--- config.mk ---
export PLATFORM = sky130hd
export DESIGN_NAME = vmfcsb_bank
export DESIGN_NICKNAME = d
export VERILOG_FILES = /design/src/vmfcsb_pkg.sv /design/src/vmfcsb_bank.sv
export SDC_FILE = /design/constraint.sdc
export NUM_CORES = 2
export LEC_CHECK = 0
export ABC_AREA = 1
export BUFFER_PORTS_ARGS = -buffer_cell sky130_fd_sc_hd__buf_4
export CAP_MARGIN = 10
export CORE_MARGIN = 2
export CORE_UTILIZATION = 66
export DETAILED_ROUTE_END_ITERATION = 12
export GPL_TIMING_DRIVEN = 0
export PLACE_DENSITY_LB_ADDON = 0.2
export SETUP_SLACK_MARGIN = 0.5
export SLEW_MARGIN = 30
export SYNTH_ARGS = -nofsm -noshare
export SYNTH_HDL_FRONTEND = slang
export SYNTH_SLANG_ARGS = --single-unit
--- constraint.sdc ---
create_clock -name clk_i -period 8.7 [get_ports clk_i]
set_clock_uncertainty 0.1 [all_clocks]
set_input_delay 0.87 -clock clk_i [delete_from_list [all_inputs] [get_ports clk_i]]
set_output_delay 0.87 -clock clk_i [all_outputs]
set_load 0.05 [all_outputs]
--- src/vmfcsb_pkg.sv ---
/*
  Constants for the system register bank: encodings, bus addresses, register slots, reset values.
  Assumes the bank is reached over a 32-bit classic Wishbone slave.
*/
package vmfcsb_pkg;

  localparam int ADDR_W = 17;
  localparam int DATA_W = 32;
  localparam int KEY_W  = 14;
  localparam int SLOT_W = 5;
  localparam int NREG   = 22;
  localparam int NMAINT = 13;

  // Key is {CRn[3:0], Op1[2:0], CRm[3:0], Op2[2:0]}
  function automatic logic [KEY_W-1:0] mk_key(input int crn, input int op1, input int crm, input int op2);
    mk_key = {crn[3:0], op1[2:0], crm[3:0], op2[2:0]};
  endfunction

  // Address bit 16 selects the 64-bit window; key sits in bits 15:2
  localparam int WIDE_BIT = 16;

  localparam logic [KEY_W-1:0] K_SYSCTL   = mk_key(1, 0, 0, 0);
  localparam logic [KEY_W-1:0] K_CPACC    = mk_key(1, 0, 0, 2);
  localparam logic [KEY_W-1:0] K_TB0      = mk_key(2, 0, 0, 0);
  localparam logic [KEY_W-1:0] K_TB1      = mk_key(2, 0, 0, 1);
  localparam logic [KEY_W-1:0] K_TBC      = mk_key(2, 0, 0, 2);
  localparam logic [KEY_W-1:0] K_DAC      = mk_key(3, 0, 0, 0);
  localparam logic [KEY_W-1:0] K_DFS      = mk_key(5, 0, 0, 0);
  localparam logic [KEY_W-1:0] K_IFS      = mk_key(5, 0, 0, 1);
  localparam logic [KEY_W-1:0] K_ADFS     = mk_key(5, 0, 1, 0);
  localparam logic [KEY_W-1:0] K_AIFS     = mk_key(5, 0, 1, 1);
  localparam logic [KEY_W-1:0] K_DFA      = mk_key(6, 0, 0, 0);
  localparam logic [KEY_W-1:0] K_IFA      = mk_key(6, 0, 0, 2);
  localparam logic [KEY_W-1:0] K_PRR      = mk_key(10, 0, 2, 0);
  localparam logic [KEY_W-1:0] K_NMR      = mk_key(10, 0, 2, 1);
  localparam logic [KEY_W-1:0] K_AMA0     = mk_key(10, 0, 3, 0);
  localparam logic [KEY_W-1:0] K_AMA1     = mk_key(10, 0, 3, 1);
  localparam logic [KEY_W-1:0] K_FCSE     = mk_key(13, 0, 0, 0);
  localparam logic [KEY_W-1:0] K_CTXID    = mk_key(13, 0, 0, 1);
  localparam logic [KEY_W-1:0] K_BANKCTL  = mk_key(15, 7, 15, 0);
  localparam logic [KEY_W-1:0] K_BANKSTAT = mk_key(15, 7, 15, 1);
  localparam logic [3:0]       WIDE_CRM   = 4'h2;

  // Storage slots
  localparam logic [SLOT_W-1:0] S_SYSCTL = 5'h00, S_TB0L = 5'h01, S_TB0H = 5'h02, S_TB1L = 5'h03;
  localparam logic [SLOT_W-1:0] S_TB1H   = 5'h04, S_TBCS = 5'h05, S_DAC  = 5'h06, S_PRR  = 5'h07;
  localparam logic [SLOT_W-1:0] S_MAI0   = 5'h08, S_NMR  = 5'h09, S_MAI1 = 5'h0A, S_AMA0 = 5'h0B;
  localparam logic [SLOT_W-1:0] S_AMA1   = 5'h0C, S_CTX  = 5'h0D, S_DFS  = 5'h0E, S_IFS  = 5'h0F;
  localparam logic [SLOT_W-1:0] S_ADFS   = 5'h10, S_AIFS = 5'h11, S_DFA  = 5'h12, S_IFA  = 5'h13;
  localparam logic [SLOT_W-1:0] S_CPACC  = 5'h14, S_FCSE = 5'h15, S_TBCN = 5'h16, S_BCTL = 5'h17;
  localparam logic [SLOT_W-1:0] S_BSTAT  = 5'h18, S_NONE = 5'h1F;

  // Slots that take a value at reset; the rest come up unknown
  localparam logic [NREG-1:0] HAS_RST = 22'h30_02A1;

  localparam logic [31:0] SYSCTL_RST = 32'h00C5_0078;
  localparam logic [31:0] PRR_RST    = 32'h0009_8AA4;
  localparam logic [31:0] NMR_RST    = 32'h44E0_48E0;
  localparam logic [31:0] TBC_RST    = 32'h0000_0000;
  localparam logic [31:0] FCSE_RST   = 32'h0000_0000;
  localparam logic [31:0] CPACC_NOSIMD_RST = 32'h8000_0000;
  localparam logic [31:0] CPACC_RST  = 32'h0000_0000;

  localparam int SYSCTL_TE_BIT = 30;
  localparam int SYSCTL_EE_BIT = 25;
  localparam int SYSCTL_V_BIT  = 13;
  localparam int TBC_EAE_BIT   = 31;

  // Maintenance operation numbers, one bit each on the op output
  localparam logic [3:0] M_IC_ALL_SH = 4'h0, M_BP_ALL_SH = 4'h1, M_IC_ALL = 4'h2, M_IC_ADDR = 4'h3;
  localparam logic [3:0] M_BP_ALL    = 4'h4, M_BP_ADDR   = 4'h5, M_DC_INV_ADDR = 4'h6;
  localparam logic [3:0] M_DC_INV_SW = 4'h7, M_DC_CL_COH = 4'h8, M_DC_CL_SW = 4'h9;
  localparam logic [3:0] M_DC_CL_UNI = 4'hA, M_DC_CI_ADDR = 4'hB, M_DC_CI_SW = 4'hC, M_NONE = 4'hF;

  // Ops that target coherence, and ops that target unification
  localparam logic [NMAINT-1:0] COH_OPS = 13'h0940;
  localparam logic [NMAINT-1:0] UNI_OPS = 13'h040D;

endpackage

--- src/vmfcsb_bank.sv ---
/*
  Virtual-memory, fault and cache-maintenance system register bank with a classic Wishbone slave.
  Assumes a single clock, synchronous inputs and static configuration inputs stable around reset.
*/
// The Wishbone register port and the placing of the registers are this design's own decisions.
`timescale 1ns/1ps
module vmfcsb_bank #(
  parameter int  DW          = 32,
  parameter bit  FPU_PRESENT = 1'b1,
  parameter bit  SIMD_PRESENT = 1'b1
) (
  input  wire logic                           clk_i,
  input  wire logic                           srst_i,
  input  wire logic                           ce_i,
  input  wire logic                           wb_cyc_i,
  input  wire logic                           wb_stb_i,
  input  wire logic                           wb_we_i,
  input  wire logic [vmfcsb_pkg::ADDR_W-1:0]  wb_adr_i,
  input  wire logic [3:0]                     wb_sel_i,
  input  wire logic [vmfcsb_pkg::DATA_W-1:0]  wb_dat_i,
  output logic      [vmfcsb_pkg::DATA_W-1:0]  wb_dat_o,
  output logic                                wb_ack_o,
  input  wire logic                           exception_state_select_i,
  input  wire logic                           endianness_select_i,
  input  wire logic                           high_vector_select_i,
  input  wire logic                           inner_broadcast_cfg_i,
  output logic      [31:0]                    system_control_o,
  output logic      [31:0]                    translation_base_control_o,
  output logic      [vmfcsb_pkg::NMAINT-1:0]  maint_op_o,
  output logic      [31:0]                    maint_data_o,
  output logic                                maint_external_o,
  output logic                                pou_external_o
);
  import vmfcsb_pkg::*;

  if (DW != DATA_W) begin : g_dw_check
    $error("vmfcsb_bank: data width must be 32");
  end

  logic [31:0]       regs_q [NREG];
  logic              ns_eae_reg;
  logic [30:0]       ns_rest_reg;
  logic              nonsecure_view_reg;
  logic [7:0]        maint_count_reg;
  logic              ack_reg;
  logic [31:0]       rdata_reg;
  logic [NMAINT-1:0] maint_op_reg;
  logic [31:0]       maint_data_reg;
  logic              maint_ext_reg;
  logic              pou_ext_reg;
  logic [31:0]       tbc_active_reg;

  logic              req;
  logic              wr;
  logic              rd;
  logic [KEY_W-1:0]  key;
  logic              wide;
  logic              eae_now;
  logic [SLOT_W-1:0] slot;
  logic [3:0]        mop;
  logic [31:0]       wmask;
  logic [31:0]       tbc_ns;

  assign req    = wb_cyc_i && wb_stb_i && !ack_reg;
  assign wr     = req && wb_we_i;
  assign rd     = req && !wb_we_i;
  assign key    = wb_adr_i[KEY_W+1:2];
  assign wide   = wb_adr_i[WIDE_BIT];
  assign tbc_ns = {ns_eae_reg, ns_rest_reg};

  // Extended-address view of the active copy picks the shared encodings
  assign eae_now = nonsecure_view_reg ? ns_eae_reg : regs_q[S_TBCS][TBC_EAE_BIT];

  function automatic logic [SLOT_W-1:0] reg_slot(input logic w, input logic [KEY_W-1:0] k,
                                                 input logic ns, input logic eae);
    logic [2:0] op1;
    logic [3:0] crm;
    op1 = k[9:7];
    crm = k[6:3];
    reg_slot = S_NONE;
    if (w) begin
      if (crm == WIDE_CRM && op1 == 3'h0) begin
        reg_slot = k[0] ? S_TB0H : S_TB0L;
      end else if (crm == WIDE_CRM && op1 == 3'h1) begin
        reg_slot = k[0] ? S_TB1H : S_TB1L;
      end
    end else begin
      case (k)
        K_SYSCTL:   reg_slot = S_SYSCTL;
        K_TB0:      reg_slot = S_TB0L;
        K_TB1:      reg_slot = S_TB1L;
        K_TBC:      reg_slot = ns ? S_TBCN : S_TBCS;
        K_DAC:      reg_slot = S_DAC;
        K_PRR:      reg_slot = eae ? S_MAI0 : S_PRR;
        K_NMR:      reg_slot = eae ? S_MAI1 : S_NMR;
        K_AMA0:     reg_slot = S_AMA0;
        K_AMA1:     reg_slot = S_AMA1;
        K_CTXID:    reg_slot = S_CTX;
        K_FCSE:     reg_slot = S_FCSE;
        K_DFS:      reg_slot = S_DFS;
        K_IFS:      reg_slot = S_IFS;
        K_ADFS:     reg_slot = S_ADFS;
        K_AIFS:     reg_slot = S_AIFS;
        K_DFA:      reg_slot = S_DFA;
        K_IFA:      reg_slot = S_IFA;
        K_CPACC:    reg_slot = S_CPACC;
        K_BANKCTL:  reg_slot = S_BCTL;
        K_BANKSTAT: reg_slot = S_BSTAT;
        default:    reg_slot = S_NONE;
      endcase
    end
  endfunction

  function automatic logic [3:0] maint_decode(input logic w, input logic [KEY_W-1:0] k);
    maint_decode = M_NONE;
    if (!w) begin
      case (k)
        mk_key(7, 0, 1, 0):  maint_decode = M_IC_ALL_SH;
        mk_key(7, 0, 1, 6):  maint_decode = M_BP_ALL_SH;
        mk_key(7, 0, 5, 0):  maint_decode = M_IC_ALL;
        mk_key(7, 0, 5, 1):  maint_decode = M_IC_ADDR;
        mk_key(7, 0, 5, 6):  maint_decode = M_BP_ALL;
        mk_key(7, 0, 5, 7):  maint_decode = M_BP_ADDR;
        mk_key(7, 0, 6, 1):  maint_decode = M_DC_INV_ADDR;
        mk_key(7, 0, 6, 2):  maint_decode = M_DC_INV_SW;
        mk_key(7, 0, 10, 1): maint_decode = M_DC_CL_COH;
        mk_key(7, 0, 10, 2): maint_decode = M_DC_CL_SW;
        mk_key(7, 0, 11, 1): maint_decode = M_DC_CL_UNI;
        mk_key(7, 0, 14, 1): maint_decode = M_DC_CI_ADDR;
        mk_key(7, 0, 14, 2): maint_decode = M_DC_CI_SW;
        default:             maint_decode = M_NONE;
      endcase
    end
  endfunction

  function automatic logic [31:0] byte_mask(input logic [3:0] s);
    byte_mask = {{8{s[3]}}, {8{s[2]}}, {8{s[1]}}, {8{s[0]}}};
  endfunction

  function automatic logic [31:0] reset_value(input int idx);
    logic [31:0] v;
    v = 32'h0000_0000;
    case (idx)
      S_SYSCTL: begin
        v = SYSCTL_RST;
        v[SYSCTL_TE_BIT] = exception_state_select_i;
        v[SYSCTL_EE_BIT] = endianness_select_i;
        v[SYSCTL_V_BIT]  = high_vector_select_i;
      end
      S_TBCS:  v = TBC_RST;
      S_PRR:   v = PRR_RST;
      S_NMR:   v = NMR_RST;
      S_FCSE:  v = FCSE_RST;
      S_CPACC: v = (FPU_PRESENT && !SIMD_PRESENT) ? CPACC_NOSIMD_RST : CPACC_RST;
      default: v = 32'h0000_0000;
    endcase
    reset_value = v;
  endfunction

  assign slot  = reg_slot(wide, key, nonsecure_view_reg, eae_now);
  assign mop   = maint_decode(wide, key);
  assign wmask = byte_mask(wb_sel_i);

  // Stored registers; slots outside the reset mask keep whatever they held
  for (genvar i = 0; i < NREG; i++) begin : g_regs
    always_ff @(posedge clk_i) begin
      if (ce_i) begin
        if (srst_i && HAS_RST[i]) begin
          regs_q[i] <= reset_value(i);
        end else if (!srst_i && wr && slot == SLOT_W'(i)) begin
          regs_q[i] <= (regs_q[i] & ~wmask) | (wb_dat_i & wmask);
        end
      end
    end
  end

  // Non-secure control copy: only the extended-address bit resets
  always_ff @(posedge clk_i) begin
    if (ce_i) begin
      if (srst_i) begin
        ns_eae_reg <= 1'b0;
      end else if (wr && slot == S_TBCN && wb_sel_i[3]) begin
        ns_eae_reg <= wb_dat_i[TBC_EAE_BIT];
      end
    end
  end

  always_ff @(posedge clk_i) begin
    if (ce_i && !srst_i && wr && slot == S_TBCN) begin
      ns_rest_reg <= (ns_rest_reg & ~wmask[30:0]) | (wb_dat_i[30:0] & wmask[30:0]);
    end
  end

  always_ff @(posedge clk_i) begin
    if (ce_i) begin
      if (srst_i) begin
        nonsecure_view_reg <= 1'b0;
      end else if (wr && slot == S_BCTL && wb_sel_i[0]) begin
        nonsecure_view_reg <= wb_dat_i[0];
      end
    end
  end

  // Wishbone answer: one cycle after the request is seen
  always_ff @(posedge clk_i) begin
    if (ce_i) begin
      if (srst_i) begin
        ack_reg <= 1'b0;
      end else begin
        ack_reg <= req;
      end
    end
  end

  always_ff @(posedge clk_i) begin
    if (ce_i) begin
      if (srst_i) begin
        rdata_reg <= 32'h0000_0000;
      end else if (rd) begin
        case (slot)
          S_NONE:  rdata_reg <= 32'h0000_0000;
          S_TBCN:  rdata_reg <= tbc_ns;
          S_BCTL:  rdata_reg <= {31'h0000_0000, nonsecure_view_reg};
          S_BSTAT: rdata_reg <= {16'h0000, maint_count_reg, 5'h00, nonsecure_view_reg, eae_now, pou_ext_reg};
          default: rdata_reg <= regs_q[slot];
        endcase
      end
    end
  end

  // Maintenance ops fire only on writes, one pulse per accepted 32-bit write to a maintenance encoding
  always_ff @(posedge clk_i) begin
    if (ce_i) begin
      if (srst_i) begin
        maint_op_reg    <= '0;
        maint_ext_reg   <= 1'b0;
        maint_count_reg <= 8'h00;
      end else if (wr && mop != M_NONE) begin
        maint_op_reg    <= NMAINT'(1) << mop;
        maint_ext_reg   <= COH_OPS[mop] || (UNI_OPS[mop] && inner_broadcast_cfg_i);
        maint_count_reg <= maint_count_reg + 8'h01;
      end else begin
        maint_op_reg    <= '0;
        maint_ext_reg   <= 1'b0;
      end
    end
  end

  always_ff @(posedge clk_i) begin
    if (ce_i) begin
      if (srst_i) begin
        maint_data_reg <= 32'h0000_0000;
      end else if (wr && mop != M_NONE) begin
        maint_data_reg <= wb_dat_i;
      end
    end
  end

  always_ff @(posedge clk_i) begin
    if (ce_i) begin
      if (srst_i) begin
        pou_ext_reg    <= 1'b0;
        tbc_active_reg <= 32'h0000_0000;
      end else begin
        pou_ext_reg    <= inner_broadcast_cfg_i;
        tbc_active_reg <= nonsecure_view_reg ? tbc_ns : regs_q[S_TBCS];
      end
    end
  end

  assign wb_ack_o                   = ack_reg;
  assign wb_dat_o                   = rdata_reg;
  assign system_control_o           = regs_q[S_SYSCTL];
  assign translation_base_control_o = tbc_active_reg;
  assign maint_op_o                 = maint_op_reg;
  assign maint_data_o               = maint_data_reg;
  assign maint_external_o           = maint_ext_reg;
  assign pou_external_o             = pou_ext_reg;

endmodule

==> key figures <==
Pwr
  – P per Cell Area: 205 nW/um^2
  – Pleak: 18.7 nW
  – Max rail drop VDD: 213 uV
  – Pwr Total: 9.32 mW

Synthesis
  – YS warnings: 0
  – Synth top area share: 64.9%
  – Gate count of the mapped netlist: 4179
  – Register area share after synthesis: 64.9%
  – Post-synth net total: 4247
  – Post-synth ARST share: 0%
  – Top_reg_cell synth: edfxtp_1
  – Syn Area/Cell: 9.48 sq um
  – Commonest cells post-synth: nand2_1 (1718), edfxtp_1 (857), nor2_1 (383), nand3_1 (334), a21oi_1 (236)
  – Most frequent cell after synthesis: nand2_1
  – Area contributors post-synth: edfxtp_1 (65%), nand2_1 (16%), nand3_1 (4.2%)
  – Most area-hungry cell type in the Yosys netlist: edfxtp_1
  – Post-synth EDFFs: 857
  – Synth cell types: 37
  – Cell Area, Synth: 39600 sq um
  – Seq cells post-synth: 857

Global routing
  – Antenna violations before repair: 8
  – GRT Total Usage: 49.7%
  – Remaining Overflow, GRT: 0
  – Largest net degree at the start of global routing: 52
  – Number of global-route vias before repair: 32300
  – First-pass GRT wire length: 217 mm

Critical path
  – Register-to-register setup slack: 3.16 ns
  – Worst EP required: 8.87 ns
  – Critical Path AT: 5.72 ns
  – Kind of end point of the critical path: flip-flop
  – Worst setup SP type: flip-flop
  – Kind of critical path: reg2reg
  – CP Max Fanout: 10

Detailed routing
  – Starting DRT DRC Count: 6980
  – WL per Instance: 29.4 microns
  – DRC errors left: 0
  – Via count of the routed design: 35300
  – Total wire length: 157 mm
  – Detail-routed via count per cell: 6.62
  – Detailed Routing Iterations Pass 1: 10
  – Post-route ant nets: 0

Placed design
  – Dpl cell area: 42400 sq um
  – Dpl cells: 5162
  – Setup slack after placement: 3.36 ns
  – Routability Congestion: 1.04
  – DP Wirelength: 105 mm
  – Input/output buffers: 201

Clock network
  – H-tree lvl count: 3
  – CTS max path bufs: 3
  – Total CTS buffers: 84
  – CTS Hold Bufs: 0
  – Post-CTS setup buffers: 0
  – Root buf cell: clkbuf_16
  – Reg clk slew, reported paths: 0.07 ns
  – Cts repair resizes: 0
  – CTS tree: yes
  – CTS Sinks: 857
  – Insertion delay to the later sink of the worst-skew pair: 0.68 ns

STA
  – Fin crit share: 63.7%
  – Min Clock Period, post-route: 5.54 ns
  – Max_slew headroom: 22.5%
  – Setup_tns: 0 ns
  – Hold Vio Cnt, Final: 0
  – Worst Max-Slew Pin Slew: 1.16 ns
  – Worst setup margin: 3.16 ns
  – Final Max Slew Viols: 0
  – # setup viols final: 0
  – Fmax: 0.180 GHz
  – Hold slack: 0.417 ns
  – RSZ-0062 raised after global routing: false

Floorplan
  – Die Area: 62000 sq um
  – Die H: 249 microns
  – # IOs: 207
  – Die width: 249 microns
  – Initial Util: 66.9%
  – FP Rows: 89
  – Core region area: 59200 sq um

Finish
  – Area growth syn-to-layout: 15.0%
  – Layout cells sized above 1: 12.6%
  – Post-route cell area: 45600 sq um
  – Fillers: 4067
  – Nets@finish: 4543
  – Cell Count, Final, Fillers Out: 5331
  – Post-layout util: 76.9%

Run
  – Max Cap Viol: 0

Worst hold path
  – Worst hold path type: in2reg

Outcome
  – Status: complete, no violations
==> worst paths after layout <==
path / from / to / depth (start not counted)
worst max register to register: nonsecure_view_reg / flip-flop / 11
worst max-delay path: nonsecure_view_reg / flip-flop / 11
worst min-delay path: exception_state_select_i / flip-flop / 3
worst min register to register: regs_q[9][7] / regs_q[9][7] / 2
==> layout by cell type, fill, tap and decap left out, drive strengths merged, types with 15 or more instances in the layout <==
master  netlist  final
a21oi       237    237
buf         138    348
bufinv        0     22
clkbuf      101    191
clkinv        5     40
edfxtp      857    857
inv         207    211
nand2      1729   1729
nand3       337    337
nor2        398    398
nor3         15     15
o21ai       116    116
==> layer usage <==
metal  share of wire [%]  vias to the layer above  GRT usage [%]
met2                  41                     3800           69.5
met1                  31                    16100           60.8
met4                 9.1                       12           36.2
met5                0.24                        -           4.09
met3                  19                      891           22.6
li1                    -                    14500              -
==> power by group <==
group          internal, mW  switching, mW  leakage (nW)
sequential             4.60         0.0297          7.83
clock                  2.45           1.69          1.48
combinational         0.125          0.427          9.44
total                  7.17           2.15          18.7
==> layout make-up <==
cell class              count  area [sq um]  area share [%]
repair buffers            210          1690            3.72
plain buffers             239          1150            2.53
diodes                     12          30.0          0.0659
clock inverters            67           932            2.05
clock buffers              90          2150            4.71
flip-flops and latches    857         25700            56.5
well taps                 773           967            2.12
multi-input cells        2871         12100            26.6
inverters                 212           798            1.75
==> cell families (layout without fill, tap and decap cells) <==
kind of cell,count (synthesis),in the layout,synth area share (%)
AO/OA/AOI/OAI,367,367,4.75
adder cells (fa/ha/maj),5,5,0.158
buffers and inverters,451,818,4.89
flip-flops,857,857,64.9
other,0,12,0
AND/OR/NAND/NOR,2499,2499,25.3
==> worst max-delay path, cell delays in order, from the launching register on <==
cell and delay, ns:
edfxtp_1 0.35, clkbuf_1 0.30, o21ai_1 0.91, nand2_1 0.17
nand4_1 0.11, nor2_1 0.07, nand2_1 0.08, nand2_2 0.21
nor2_4 0.41, clkbuf_1 0.89, nand2_1 0.57, nor2_1 0.94
Power figures use the tool's default switching activity.
